[src/pss_pkg.sv]
// Purpose: shared constants of the program sequencer, return stack and indirect port
// Assumes: one instruction executes per CORE_CLK edge; decode sits outside this block
// Notes: data-space and APB offsets are byte addresses
// Operation
// - Program counter advances by one each instruction unless an instruction loads it.
// - Jump loads program counter bits 8:0 from the instruction word.
// - Program counter bits 7:0 are readable and writable as a data register.
// - Jump, call or low-byte write takes counter bit 9 from page preselect bit.
// - Call or low-byte write loads bits 7:0 and always clears bit 8.
// - Any reset sets the program counter to the last program location.
// - After the reset-location instruction the counter wraps to zero and continues.
// - Any reset clears the page preselect bit, selecting page 0.
// - Return stack is two levels deep, twelve bits each.
// - Call moves level 1 into level 2, then pushes counter plus one.
// - Beyond two nested calls only the two newest return addresses survive.
// - Return-with-literal loads counter from level 1, then copies level 2 down.
// - Repeated returns keep supplying level 2, which a pop leaves unchanged.
// - Return-with-literal also loads the working register with its literal.
// - No overflow or underflow flag exists for the stack.
// - Indirect data port redirects to the address held in the indirect pointer.
// - Indirect read with pointer selecting the port itself returns 00h.
// - Indirect write with pointer selecting the port itself stores nothing.
// - Low five pointer bits select data address 00h to 1Fh.
// - Four-bank variant: pointer bits 6:5 select bank, bit 7 reads one.
// - Two-bank variant: pointer bit 5 selects bank, bits 7:6 read one.
// - Page preselect zero means page 0, one means page 1, 512 words each.
package pss_pkg;
  localparam int PC_WIDTH = 10;
  localparam int STACK_WIDTH = 12;
  localparam int ADDR_LOW_BITS = 5;
  localparam int PAGE_BIT = 5;
  localparam logic [9:0] PC_RESET = 10'h3ff;
  localparam logic [9:0] PC_PAGE_SIZE = 10'h200;
  localparam logic [7:0] POINTER_RESET = 8'h00;
  localparam logic [7:0] IND_SELF_READ = 8'h00;
  // Data-space addresses
  localparam logic [4:0] DA_INDIRECT_PORT = 5'h00;
  localparam logic [4:0] DA_PROGRAM_COUNTER_LOW = 5'h02;
  localparam logic [4:0] DA_STATUS = 5'h03;
  localparam logic [4:0] DA_INDIRECT_POINTER = 5'h04;
  // APB byte offsets
  localparam logic [7:0] AO_PROGRAM_COUNTER_LOW = 8'h00;
  localparam logic [7:0] AO_INDIRECT_POINTER = 8'h04;
  localparam logic [7:0] AO_PAGE_CONTROL = 8'h08;
  localparam logic [7:0] AO_PROGRAM_COUNTER = 8'h0c;
  localparam logic [7:0] AO_STACK_LEVELS = 8'h10;
endpackage

[src/pss_return_stack.sv]
// Purpose: two-level return-address stack
// Assumes: push and pop never both high in one cycle
// Notes: no depth tracking at all, so nothing can flag overflow or underflow
`timescale 1ns/1ns
module pss_return_stack #(
  parameter int WIDTH = pss_pkg::STACK_WIDTH
) (
  input wire logic clk,               // Core clock
  input wire logic rst,               // Synchronous reset, active high
  input wire logic push,              // Call executes
  input wire logic pop,               // Return executes
  input wire logic [WIDTH-1:0] value, // Return address to push
  output logic [WIDTH-1:0] level1,    // Top of stack
  output logic [WIDTH-1:0] level2     // Second level
);
  always_ff @(posedge clk) begin
    if (rst) begin
      level1 <= '0;
    end else if (push) begin
      level1 <= value;
    end else if (pop) begin
      level1 <= level2;
    end
  end

  // Oldest entry falls off on push; pop leaves level 2 alone
  always_ff @(posedge clk) begin
    if (rst) begin
      level2 <= '0;
    end else if (push) begin
      level2 <= level1;
    end
  end
endmodule

[src/pss_sequencer.sv]
// Purpose: program counter, return stack and indirect data addressing of the core
// Assumes: decode supplies one-cycle strobes, at most one load strobe per cycle
// Notes: APB slave with one access cycle; data memory port is combinational
//
// Design decisions made here: the address map and the APB slave port.
`timescale 1ns/1ns
module pss_sequencer #(
  parameter int BANK_BITS = 2 // 2: four-bank variant, 1: two-bank variant
) (
  input wire logic CORE_CLK,                  // Instruction-cycle clock
  input wire logic RST,                       // Synchronous reset, active high
  input wire logic JUMP,                      // Jump instruction executes
  input wire logic CALL,                      // Call instruction executes
  input wire logic RET_LITERAL,               // Return-with-literal executes
  input wire logic [11:0] INSTR_WORD,         // Executing instruction word
  input wire logic [4:0] DATA_ADDR,           // File address field of instruction
  input wire logic DATA_RD,                   // Instruction reads the file register
  input wire logic DATA_WR,                   // Instruction writes its result
  input wire logic [7:0] DATA_WDATA,          // Result to write
  output logic [7:0] DATA_RDATA,              // Read value after redirection
  output logic [4+BANK_BITS:0] MEM_ADDR,      // Data memory address, bank on top
  output logic MEM_WE,                        // Data memory write strobe
  output logic [7:0] MEM_WDATA,               // Data memory write data
  input wire logic [7:0] MEM_RDATA,           // Data memory read data
  output logic [9:0] PC,                      // Program counter
  output logic PAGE_PRESELECT,                // Page preselect bit
  output logic W_LOAD,                        // Working register load pulse
  output logic [7:0] W_VALUE,                 // Literal for working register
  input wire logic PSEL,                      // APB select
  input wire logic PENABLE,                   // APB enable
  input wire logic PWRITE,                    // APB direction
  input wire logic [7:0] PADDR,               // APB byte address
  input wire logic [31:0] PWDATA,             // APB write data
  output logic [31:0] PRDATA,                 // APB read data
  output logic PREADY,                        // APB ready
  output logic PSLVERR                        // APB error on unmapped address
);
  localparam int PW = pss_pkg::PC_WIDTH;
  localparam int SW = pss_pkg::STACK_WIDTH;
  localparam int IMPL = pss_pkg::ADDR_LOW_BITS + BANK_BITS;

  logic [PW-1:0] pc;
  logic [PW-1:0] next_pc;
  logic [PW-1:0] pc_inc;
  logic page;
  logic [IMPL-1:0] pointer;
  logic [7:0] pointer_view;
  logic [SW-1:0] level1;
  logic [SW-1:0] level2;
  logic [SW-1:0] push_value;
  logic indirect;
  logic self_target;
  logic [4:0] eff_addr;
  logic [BANK_BITS-1:0] eff_bank;
  logic core_pcl_wr;
  logic core_status_wr;
  logic core_pointer_wr;
  logic apb_wr;
  logic apb_setup;
  logic apb_mapped;
  logic [31:0] apb_rd_value;
  logic w_load;
  logic [7:0] w_value;
  logic [31:0] prdata;
  logic pslverr;

  // Unimplemented pointer bits read as one
  genvar gi;
  generate
    for (gi = 0; gi < 8; gi++) begin : g_pointer_view
      if (gi < IMPL) begin : g_impl
        assign pointer_view[gi] = pointer[gi];
      end else begin : g_unimpl
        assign pointer_view[gi] = 1'b1;
      end
    end
  endgenerate

  // Indirect redirection happens before any register decode
  assign indirect = (DATA_ADDR == pss_pkg::DA_INDIRECT_PORT);
  assign eff_addr = indirect ? pointer[4:0] : DATA_ADDR;
  assign eff_bank = pointer[IMPL-1:pss_pkg::ADDR_LOW_BITS];
  assign self_target = indirect && (pointer[4:0] == pss_pkg::DA_INDIRECT_PORT);

  assign core_pcl_wr = DATA_WR && (eff_addr == pss_pkg::DA_PROGRAM_COUNTER_LOW);
  assign core_status_wr = DATA_WR && (eff_addr == pss_pkg::DA_STATUS);
  assign core_pointer_wr = DATA_WR && (eff_addr == pss_pkg::DA_INDIRECT_POINTER);

  always_comb begin
    if (self_target) begin
      DATA_RDATA = pss_pkg::IND_SELF_READ;
    end else begin
      case (eff_addr)
        pss_pkg::DA_PROGRAM_COUNTER_LOW: DATA_RDATA = pc[7:0];
        pss_pkg::DA_STATUS: DATA_RDATA = 8'(page) << pss_pkg::PAGE_BIT;
        pss_pkg::DA_INDIRECT_POINTER: DATA_RDATA = pointer_view;
        default: DATA_RDATA = MEM_RDATA;
      endcase
    end
  end

  // A write that lands on the port itself stores nowhere
  assign MEM_ADDR = {eff_bank, eff_addr};
  assign MEM_WDATA = DATA_WDATA;
  assign MEM_WE = DATA_WR && !self_target && (eff_addr != pss_pkg::DA_PROGRAM_COUNTER_LOW)
                  && (eff_addr != pss_pkg::DA_STATUS)
                  && (eff_addr != pss_pkg::DA_INDIRECT_POINTER);

  // APB: registered read data, answer in the access phase
  assign apb_setup = PSEL && !PENABLE;
  assign apb_wr = PSEL && PENABLE && PWRITE && apb_mapped;
  assign PREADY = 1'b1;
  assign PRDATA = prdata;
  assign PSLVERR = pslverr;

  always_comb begin
    apb_mapped = 1'b1;
    apb_rd_value = 32'h0000_0000;
    case (PADDR)
      pss_pkg::AO_PROGRAM_COUNTER_LOW: apb_rd_value = {24'h000000, pc[7:0]};
      pss_pkg::AO_INDIRECT_POINTER: apb_rd_value = {24'h000000, pointer_view};
      pss_pkg::AO_PAGE_CONTROL: apb_rd_value = 32'(page) << pss_pkg::PAGE_BIT;
      pss_pkg::AO_PROGRAM_COUNTER: apb_rd_value = 32'(pc);
      pss_pkg::AO_STACK_LEVELS: apb_rd_value = {4'h0, level2, 4'h0, level1};
      default: apb_mapped = 1'b0;
    endcase
  end

  always_ff @(posedge CORE_CLK) begin
    if (RST) begin
      prdata <= 32'h0000_0000;
      pslverr <= 1'b0;
    end else if (apb_setup) begin
      prdata <= PWRITE ? 32'h0000_0000 : apb_rd_value;
      pslverr <= !apb_mapped;
    end
  end

  // Program counter: instruction loads win over an APB low-byte write
  assign pc_inc = pc + 10'h001;

  always_comb begin
    next_pc = pc_inc;
    if (JUMP) begin
      next_pc = {page, INSTR_WORD[8:0]};
    end else if (CALL) begin
      next_pc = {page, 1'b0, INSTR_WORD[7:0]};
    end else if (RET_LITERAL) begin
      next_pc = level1[PW-1:0];
    end else if (core_pcl_wr) begin
      next_pc = {page, 1'b0, DATA_WDATA};
    end else if (apb_wr && PADDR == pss_pkg::AO_PROGRAM_COUNTER_LOW) begin
      next_pc = {page, 1'b0, PWDATA[7:0]};
    end
  end

  always_ff @(posedge CORE_CLK) begin
    if (RST) begin
      pc <= pss_pkg::PC_RESET;
    end else begin
      pc <= next_pc;
    end
  end

  // Page preselect: core write wins over APB in the same cycle
  always_ff @(posedge CORE_CLK) begin
    if (RST) begin
      page <= 1'b0;
    end else if (core_status_wr) begin
      page <= DATA_WDATA[pss_pkg::PAGE_BIT];
    end else if (apb_wr && PADDR == pss_pkg::AO_PAGE_CONTROL) begin
      page <= PWDATA[pss_pkg::PAGE_BIT];
    end
  end

  always_ff @(posedge CORE_CLK) begin
    if (RST) begin
      pointer <= pss_pkg::POINTER_RESET[IMPL-1:0];
    end else if (core_pointer_wr) begin
      pointer <= DATA_WDATA[IMPL-1:0];
    end else if (apb_wr && PADDR == pss_pkg::AO_INDIRECT_POINTER) begin
      pointer <= PWDATA[IMPL-1:0];
    end
  end

  // Return stack; upper bits of each level stay zero with a ten-bit counter
  assign push_value = SW'(pc_inc);

  pss_return_stack #(
    .WIDTH(SW)
  ) u_stack (
    .clk(CORE_CLK),
    .rst(RST),
    .push(CALL && !JUMP),
    .pop(RET_LITERAL && !JUMP && !CALL),
    .value(push_value),
    .level1(level1),
    .level2(level2)
  );

  always_ff @(posedge CORE_CLK) begin
    if (RST) begin
      w_load <= 1'b0;
      w_value <= 8'h00;
    end else begin
      w_load <= RET_LITERAL && !JUMP && !CALL;
      if (RET_LITERAL && !JUMP && !CALL) begin
        w_value <= INSTR_WORD[7:0];
      end
    end
  end

  assign PC = pc;
  assign PAGE_PRESELECT = page;
  assign W_LOAD = w_load;
  assign W_VALUE = w_value;

  logic no_load;
  assign no_load = !JUMP && !CALL && !RET_LITERAL && !core_pcl_wr && !apb_wr;
endmodule
[config.mk]
export PLATFORM = sky130hd
export DESIGN_NAME = pss_sequencer
export DESIGN_NICKNAME = d
export VERILOG_FILES = /design/src/pss_pkg.sv /design/src/pss_return_stack.sv /design/src/pss_sequencer.sv
export SDC_FILE = /design/constraint.sdc
export NUM_CORES = 1
export LEC_CHECK = 0
export ABC_CLOCK_PERIOD_IN_PS = 2890
export BUFFER_PORTS_ARGS = -buffer_cell sky130_fd_sc_hd__buf_2
export CAP_MARGIN = 25
export CORE_ASPECT_RATIO = 1.75
export CORE_MARGIN = 3
export CORE_UTILIZATION = 40
export CTS_CLUSTER_SIZE = 30
export DETAILED_ROUTE_END_ITERATION = 7
export HOLD_SLACK_MARGIN = 0.08
export PLACE_DENSITY = 0.68
export SLEW_MARGIN = 0
export SYNTH_ARGS = -nofsm -noshare
export SYNTH_HDL_FRONTEND = slang
export SYNTH_SLANG_ARGS = --single-unit
[constraint.sdc]
create_clock -name CORE_CLK -period 2.89 [get_ports CORE_CLK]
set_clock_uncertainty 0.05 [all_clocks]
set_input_delay 0.4335 -clock CORE_CLK [delete_from_list [all_inputs] [get_ports CORE_CLK]]
set_output_delay 0.4335 -clock CORE_CLK [all_outputs]
set_load 0.03 [all_outputs]
Word level (Yosys, flattened, before mapping)
Cells that the tools add are included.
W data, S select, Z words.
{"block": "word_totals", "regBits": 84, "latch_bits": 0, "ram_bits": 0, "rom_bits": 0, "inputBits": 83, "elab_cells": 69, "mem_count": 0}
{"block": "classes", "addsub": 1, "n_mul": 0, "n_div": 0, "magnitude_cmp": 0, "eq_ne": 10, "shift": 0, "mux": 17, "bitwise_logic": 0, "reduce_logical": 31}
{"op": "$pmux W28 S5", "count": 1}
{"op": "$mux W10", "count": 7}
{"op": "$mux W32", "count": 1}
{"op": "$pmux W8 S3", "count": 1}
{"op": "$logic_and A1 B1 Y1", "count": 18}
{"op": "$eq A8 B4 Y1 const B", "count": 2}
{"op": "$mux W7", "count": 2}
{"op": "$add A10 B1 Y10 const B", "count": 1}
{"op": "$eq A5 B2 Y1 const B", "count": 2}
{"op": "$logic_not A5 Y1", "count": 2}
{"op": "$ne A5 B2 Y1 const B", "count": 2}
{"op": "$eq A8 B3 Y1 const B", "count": 1}
{"op": "$eq A8 B5 Y1 const B", "count": 1}
{"op": "$logic_not A8 Y1", "count": 1}
{"op": "$mux W8", "count": 1}
{"op": "$reduce_bool A2 Y1", "count": 3}
{"op": "$eq A5 B3 Y1 const B", "count": 1}
{"op": "$logic_not A1 Y1", "count": 5}
{"op": "$mux W5", "count": 1}
{"op": "$ne A5 B3 Y1 const B", "count": 1}
{"op": "$reduce_or A5 Y1", "count": 1}
{"op": "$mux W1", "count": 3}
{"op": "$reduce_or A2 Y1", "count": 1}

Logic depth before layout (Yosys ltp)
{"block": "logic_depth", "ltp_word": 10, "mapped_depth": 7, "mapped_depth_nobuf": 6}

Cells and area by module
A second synthesis with hierarchy kept.
{"block": "unflattened", "cells_unflattened": 479, "area_unflattened_um2": 3955.0}
{"module": "pss_sequencer", "n_inst": 1, "cells_per_inst": 387, "area_per_inst_um2": 2979.1, "seq_area_each_um2": 1041.0}
{"module": "pss_return_stack", "n_inst": 1, "cells_per_inst": 92, "area_per_inst_um2": 975.9, "seq_area_each_um2": 480.5}

Worst setup path after synthesis
OpenSTA, ideal clock, no wires.
{"block": "synth_path", "path_type": "input-to-output", "startpoint": "input port DATA_ADDR[1]", "endpoint": "output port DATA_RDATA[2]", "t_arrival_ns": 2.048, "setup_slack_ns": 0.359, "path_stages": 6, "n_path_buf": 1, "path_cell_list": "clkbuf_1 > nor4_1 > o221a_1 > a21oi_1 > a222oi_1 > inv_1"}
{"block": "synth_between", "elab_chain_len": 5}
{"item": "from (decl)", "line": "pss_sequencer.sv:16", "text": "input wire logic [4:0] DATA_ADDR,"}
{"item": "$logic_not A5 Y1", "line": "pss_sequencer.sv:80", "text": "assign indirect = (DATA_ADDR == pss_pkg::DA_INDIRECT_PORT);"}
{"item": "$mux W5", "line": "pss_sequencer.sv:81", "text": "assign eff_addr = indirect ? pointer[4:0] : DATA_ADDR;"}
{"item": "$eq A5 B3 Y1 or $eq A5 B2 Y1 (tied branches)", "line": "pss_sequencer.sv:93", "text": "case (eff_addr)"}
{"item": "$pmux W8 S3", "line": "pss_sequencer.sv:93"}
{"item": "$mux W8 (*)", "line": "pss_sequencer.sv:90", "text": "if (self_target) begin"}
{"item": "to (decl)", "line": "pss_sequencer.sv:20", "text": "output logic [7:0] DATA_RDATA,"}
Every way passes the cells marked *; elsewhere a longest branch is shown, timed or not.

Worst setup path in the final report
{"block": "layout_path", "startpoint": "register pointer[3]", "endpoint": "output port DATA_RDATA[3]"}
{"block": "layout_between", "elab_chain_len": 4}
{"item": "from (decl)", "line": "pss_sequencer.sv:46", "text": "logic [IMPL-1:0] pointer;"}
{"item": "from (signal assigned)", "line": "pss_sequencer.sv:178", "text": "pointer <= pss_pkg::POINTER_RESET[IMPL-1:0];"}
{"item": "from (signal assigned)", "line": "pss_sequencer.sv:180", "text": "pointer <= DATA_WDATA[IMPL-1:0];"}
{"item": "from (signal assigned)", "line": "pss_sequencer.sv:182", "text": "pointer <= PWDATA[IMPL-1:0];"}
{"item": "$mux W5", "line": "pss_sequencer.sv:81"}
{"item": "$eq A5 B3 Y1 or $eq A5 B2 Y1 (tied branches)", "line": "pss_sequencer.sv:93"}
{"item": "$pmux W8 S3", "line": "pss_sequencer.sv:93"}
{"item": "$mux W8 (*)", "line": "pss_sequencer.sv:90"}
Marks and branches as above.

==> impl_results.md <==
- Startpoint of the lowest-slack hold path: INSTR_WORD[0]
- Final TNS setup: 0 ns
- Number of hold buffers added after cts: 0
- Global-route congestion overflow total: 0
- Post-synth EDFFs: 0
- Unrepaired setup endpoints after global routing: no
- Routability congestion estimate from global placement: 0.8949
- Synthesized instance count: 486
- Final critical delay including setup and external delays: 2.609 ns
- Largest cells by area after synthesis: sky130_fd_sc_hd__dfxtp_1 39%, sky130_fd_sc_hd__nand2_1 7.1%, sky130_fd_sc_hd__a21oi_1 5.8%, sky130_fd_sc_hd__a22oi_1 5.8%, sky130_fd_sc_hd__nor2_1 5.3%
- Largest area contributor in the synthesized netlist: sky130_fd_sc_hd__dfxtp_1
- Minimum setup slack in the final design: 0.2806 ns
- Die Y-Extent: 136.4 um
- Pre-antenna DRT Iters: 6
- DR WL/cell: 17.23 um
- Post-detail-place hpwl: 9547 um
- Level count of the clock H-tree: 3
- Distinct cell type count of the synthesized netlist: 57
- Period Utilization, post-route: 90.29%
- Core region area: 9468 um2
- Root buf cell: sky130_fd_sc_hd__clkbuf_16
- Setup slack at placement: 0.3961 ns
- Post-CTS setup buffer count: 0
- RR Endpoint: PC[6]$_SDFF_PP1_
- Critical setup path kind: reg -> out
- Top-count cell post-synth: sky130_fd_sc_hd__dfxtp_1
- Max-capacitance violation count: 0
- Number of storage elements in the synthesis netlist: 76
- Number of gates given a new drive strength after cts: 0
- Total die area: 10980 um2
- Die boundary width: 80.52 um
- Pins over their slew limit: 0
- Terminating pin of the worst hold path: PC[0]$_SDFF_PP1_
- Number of cells traversed by the worst hold path: 3
- Critical path data arrival time: 2.13 ns
- Post-synthesis cell area: 3887 um2
- Transition time at the pin with the least slew margin: 0.8267 ns
- FFs w/ async S/R, synth: 0%
- Vias: 4015
- Yosys top cell area share: 39.14%
- Number of cell rows: 47
- P per Cell Area: 538.6 nW/um2
- Violation count after the first detailed-routing iteration: 323
- Wire length of the first global-routing pass: 18660 um
- Signed area change from the synthesized netlist to the final layout: 23.40%
- Post-synthesis area per instance: 7.999 um2
- Clock transition at path regs: 0.06 ns
- Part of the Yosys area used for sequential elements: 39.14%
- Critical path data required time: 2.41 ns
- VDD IR-drop max: 0.3373 mV
- Clock latency at the later pin of the worst-skew pair: 0.34 ns
- Depth of the worst register-to-register path: 6
- Commonest cells in the netlist: 76 x sky130_fd_sc_hd__dfxtp_1, 74 x sky130_fd_sc_hd__nand2_1, 55 x sky130_fd_sc_hd__nor2_1
- Top Ports: 161
- Antenna cell count: 0
- Static Leakage: 2.007 nW
- Critical R2R Launch: PC[0]$_SDFF_PP1_
- Initial core utilization: 41.06%
- Upper clock frequency limit: 383.2 MHz
- Outcome: complete, no violations
- Post-Route WL: 12400 um
- Buffer levels on the longest clock path: 2
- Tightest Hold Check Type: in -> reg
- Startpoint types: flop
- Number of global-route vias before repair: 3718
- Type of destination of the critical path: output port
- Final setup viols: 0
- Count of nets after finishing: 677
- Peak fanout along the critical path: 7
- Post-synth top flop: sky130_fd_sc_hd__dfxtp_1
- Post-detailed-route via-to-cell ratio: 5.576
- Final hold slack: 0.2963 ns
- Remaining DRCs: 0
- Pin count of the biggest net entering global routing: 47
- Antenna viol nets, final: 0
- Layout cell share with drive strength beyond 1: 27.26%
- Initial antenna violation count: 0
- Worst slew margin: 44.88%
- Number of CTS-inserted buffers: 9
- Number of hold violations in the final report: 0
- FF-to-FF setup slack: 0.94 ns
- Count of warnings emitted by yosys: 0
- Quantity of I/O buffers inserted on ports: 123
- Total GRT Usage: 22.19%
- # clock sinks: 76
- Launch point of the worst path: pointer[3]$_SDFFE_PP0P_
- TritonCTS clock tree: yes
## state kept, by name, summed over array words and instances (netlist names)
name	count
PAGE_PRESELECT	1
PRDATA	24
u_stack.level2	12
PSLVERR	1
W_LOAD	1
u_stack.level1	12
pointer	7
PC	10
W_VALUE	8
## metal layers
layer	vias to the layer above	GRT usage, %	wire (um)
met5	-	0	0
met4	0	9.680	335
met3	25	4.642	748
met2	158	41.84	6758
met1	1884	22.87	4561
li1	1948	-	-
## worst max path at each step
stage | slack, ns | end | depth (start not counted)
2_1_floorplan | 0.36 | DATA_RDATA[2] | 6
3_3_place_gp | 0.42 | DATA_RDATA[3] | 8
3_5_place_dp | 0.40 | DATA_RDATA[6] | 8
4_1_cts | 0.28 | DATA_RDATA[6] | 7
5_1_grt | 0.07 | DATA_RDATA[6] | 7
6_report | 0.28 | DATA_RDATA[3] | 7
## layout by cell type, fill, tap and decap left out, types with 6 or more instances in the layout
cell,synthesis,layout
sky130_fd_sc_hd__nand3_1,6,6
sky130_fd_sc_hd__dfxtp_1,76,76
sky130_fd_sc_hd__nand2b_1,6,6
sky130_fd_sc_hd__o21ai_1,8,8
sky130_fd_sc_hd__nor2_1,55,55
sky130_fd_sc_hd__buf_2,1,123
sky130_fd_sc_hd__clkbuf_16,0,9
sky130_fd_sc_hd__a211oi_1,13,13
sky130_fd_sc_hd__buf_4,19,11
sky130_fd_sc_hd__a21oi_1,45,45
sky130_fd_sc_hd__a21o_1,6,6
sky130_fd_sc_hd__conb_1,2,9
sky130_fd_sc_hd__mux2i_1,14,14
sky130_fd_sc_hd__nor2b_1,6,6
sky130_fd_sc_hd__nor4_1,8,8
sky130_fd_sc_hd__nor3_1,15,15
sky130_fd_sc_hd__nand2_1,74,74
sky130_fd_sc_hd__o21ai_0,6,6
sky130_fd_sc_hd__inv_1,9,9
sky130_fd_sc_hd__a22oi_1,30,30
## report_power, final
| group | internal [mW] | leakage, nW | switching, mW |
|---|---|---|---|
| clock | 0.593 | 0.141 | 0.471 |
| combinational | 0.129 | 1.25 | 0.266 |
| sequential | 1.08 | 0.618 | 0.0474 |
| total | 1.80 | 2.01 | 0.784 |
## critical path, cell delays in order, from the launching register on
cell and delay, ns:
sky130_fd_sc_hd__dfxtp_1 0.48, sky130_fd_sc_hd__nor3_1 0.11, sky130_fd_sc_hd__a31oi_1 0.44, sky130_fd_sc_hd__nor2b_1 0.09, sky130_fd_sc_hd__buf_4 0.18, sky130_fd_sc_hd__a222oi_1 0.24, sky130_fd_sc_hd__inv_1 0.07, sky130_fd_sc_hd__buf_2 0.18
## layout make-up
| type | count | area [um2] |
|---|---|---|
| clock buffer | 9 | 225.2 |
| fill | 937 | 4671 |
| clock inverter | 7 | 57.56 |
| inverter | 9 | 33.78 |
| multi-input combinational | 363 | 2108 |
| tap | 122 | 152.6 |
| sequential | 76 | 1521 |
| timing repair buffer | 134 | 698.2 |
## metrics by stage
stage          cells  power, mW  utilization, %  cell area [um2]
3_5_place_dp     704      1.538           47.68             4514
5_1_grt          720      2.670           50.67             4797
4_1_cts          720      2.594           50.67             4797
6_report         720      2.584           50.67             4797
2_1_floorplan    493      1.404               -             3914
3_3_place_gp     704      1.533           47.68             4514
## cell families (layout without fill, tap and decap cells)
kind of cell / count (synthesis) / count (layout) / synth area share [%]
XOR/XNOR: 9 / 9 / 2.028
AO/OA/AOI/OAI: 136 / 136 / 24.01
other: 2 / 9 / 0.1932
adder cells (fa/ha/maj): 1 / 1 / 0.3218
AND/OR/NAND/NOR: 194 / 194 / 23.40
buffers and inverters: 54 / 159 / 7.306
multiplexers: 14 / 14 / 3.605
flip-flops: 76 / 76 / 39.14
(Power assumes the default switching activity.)
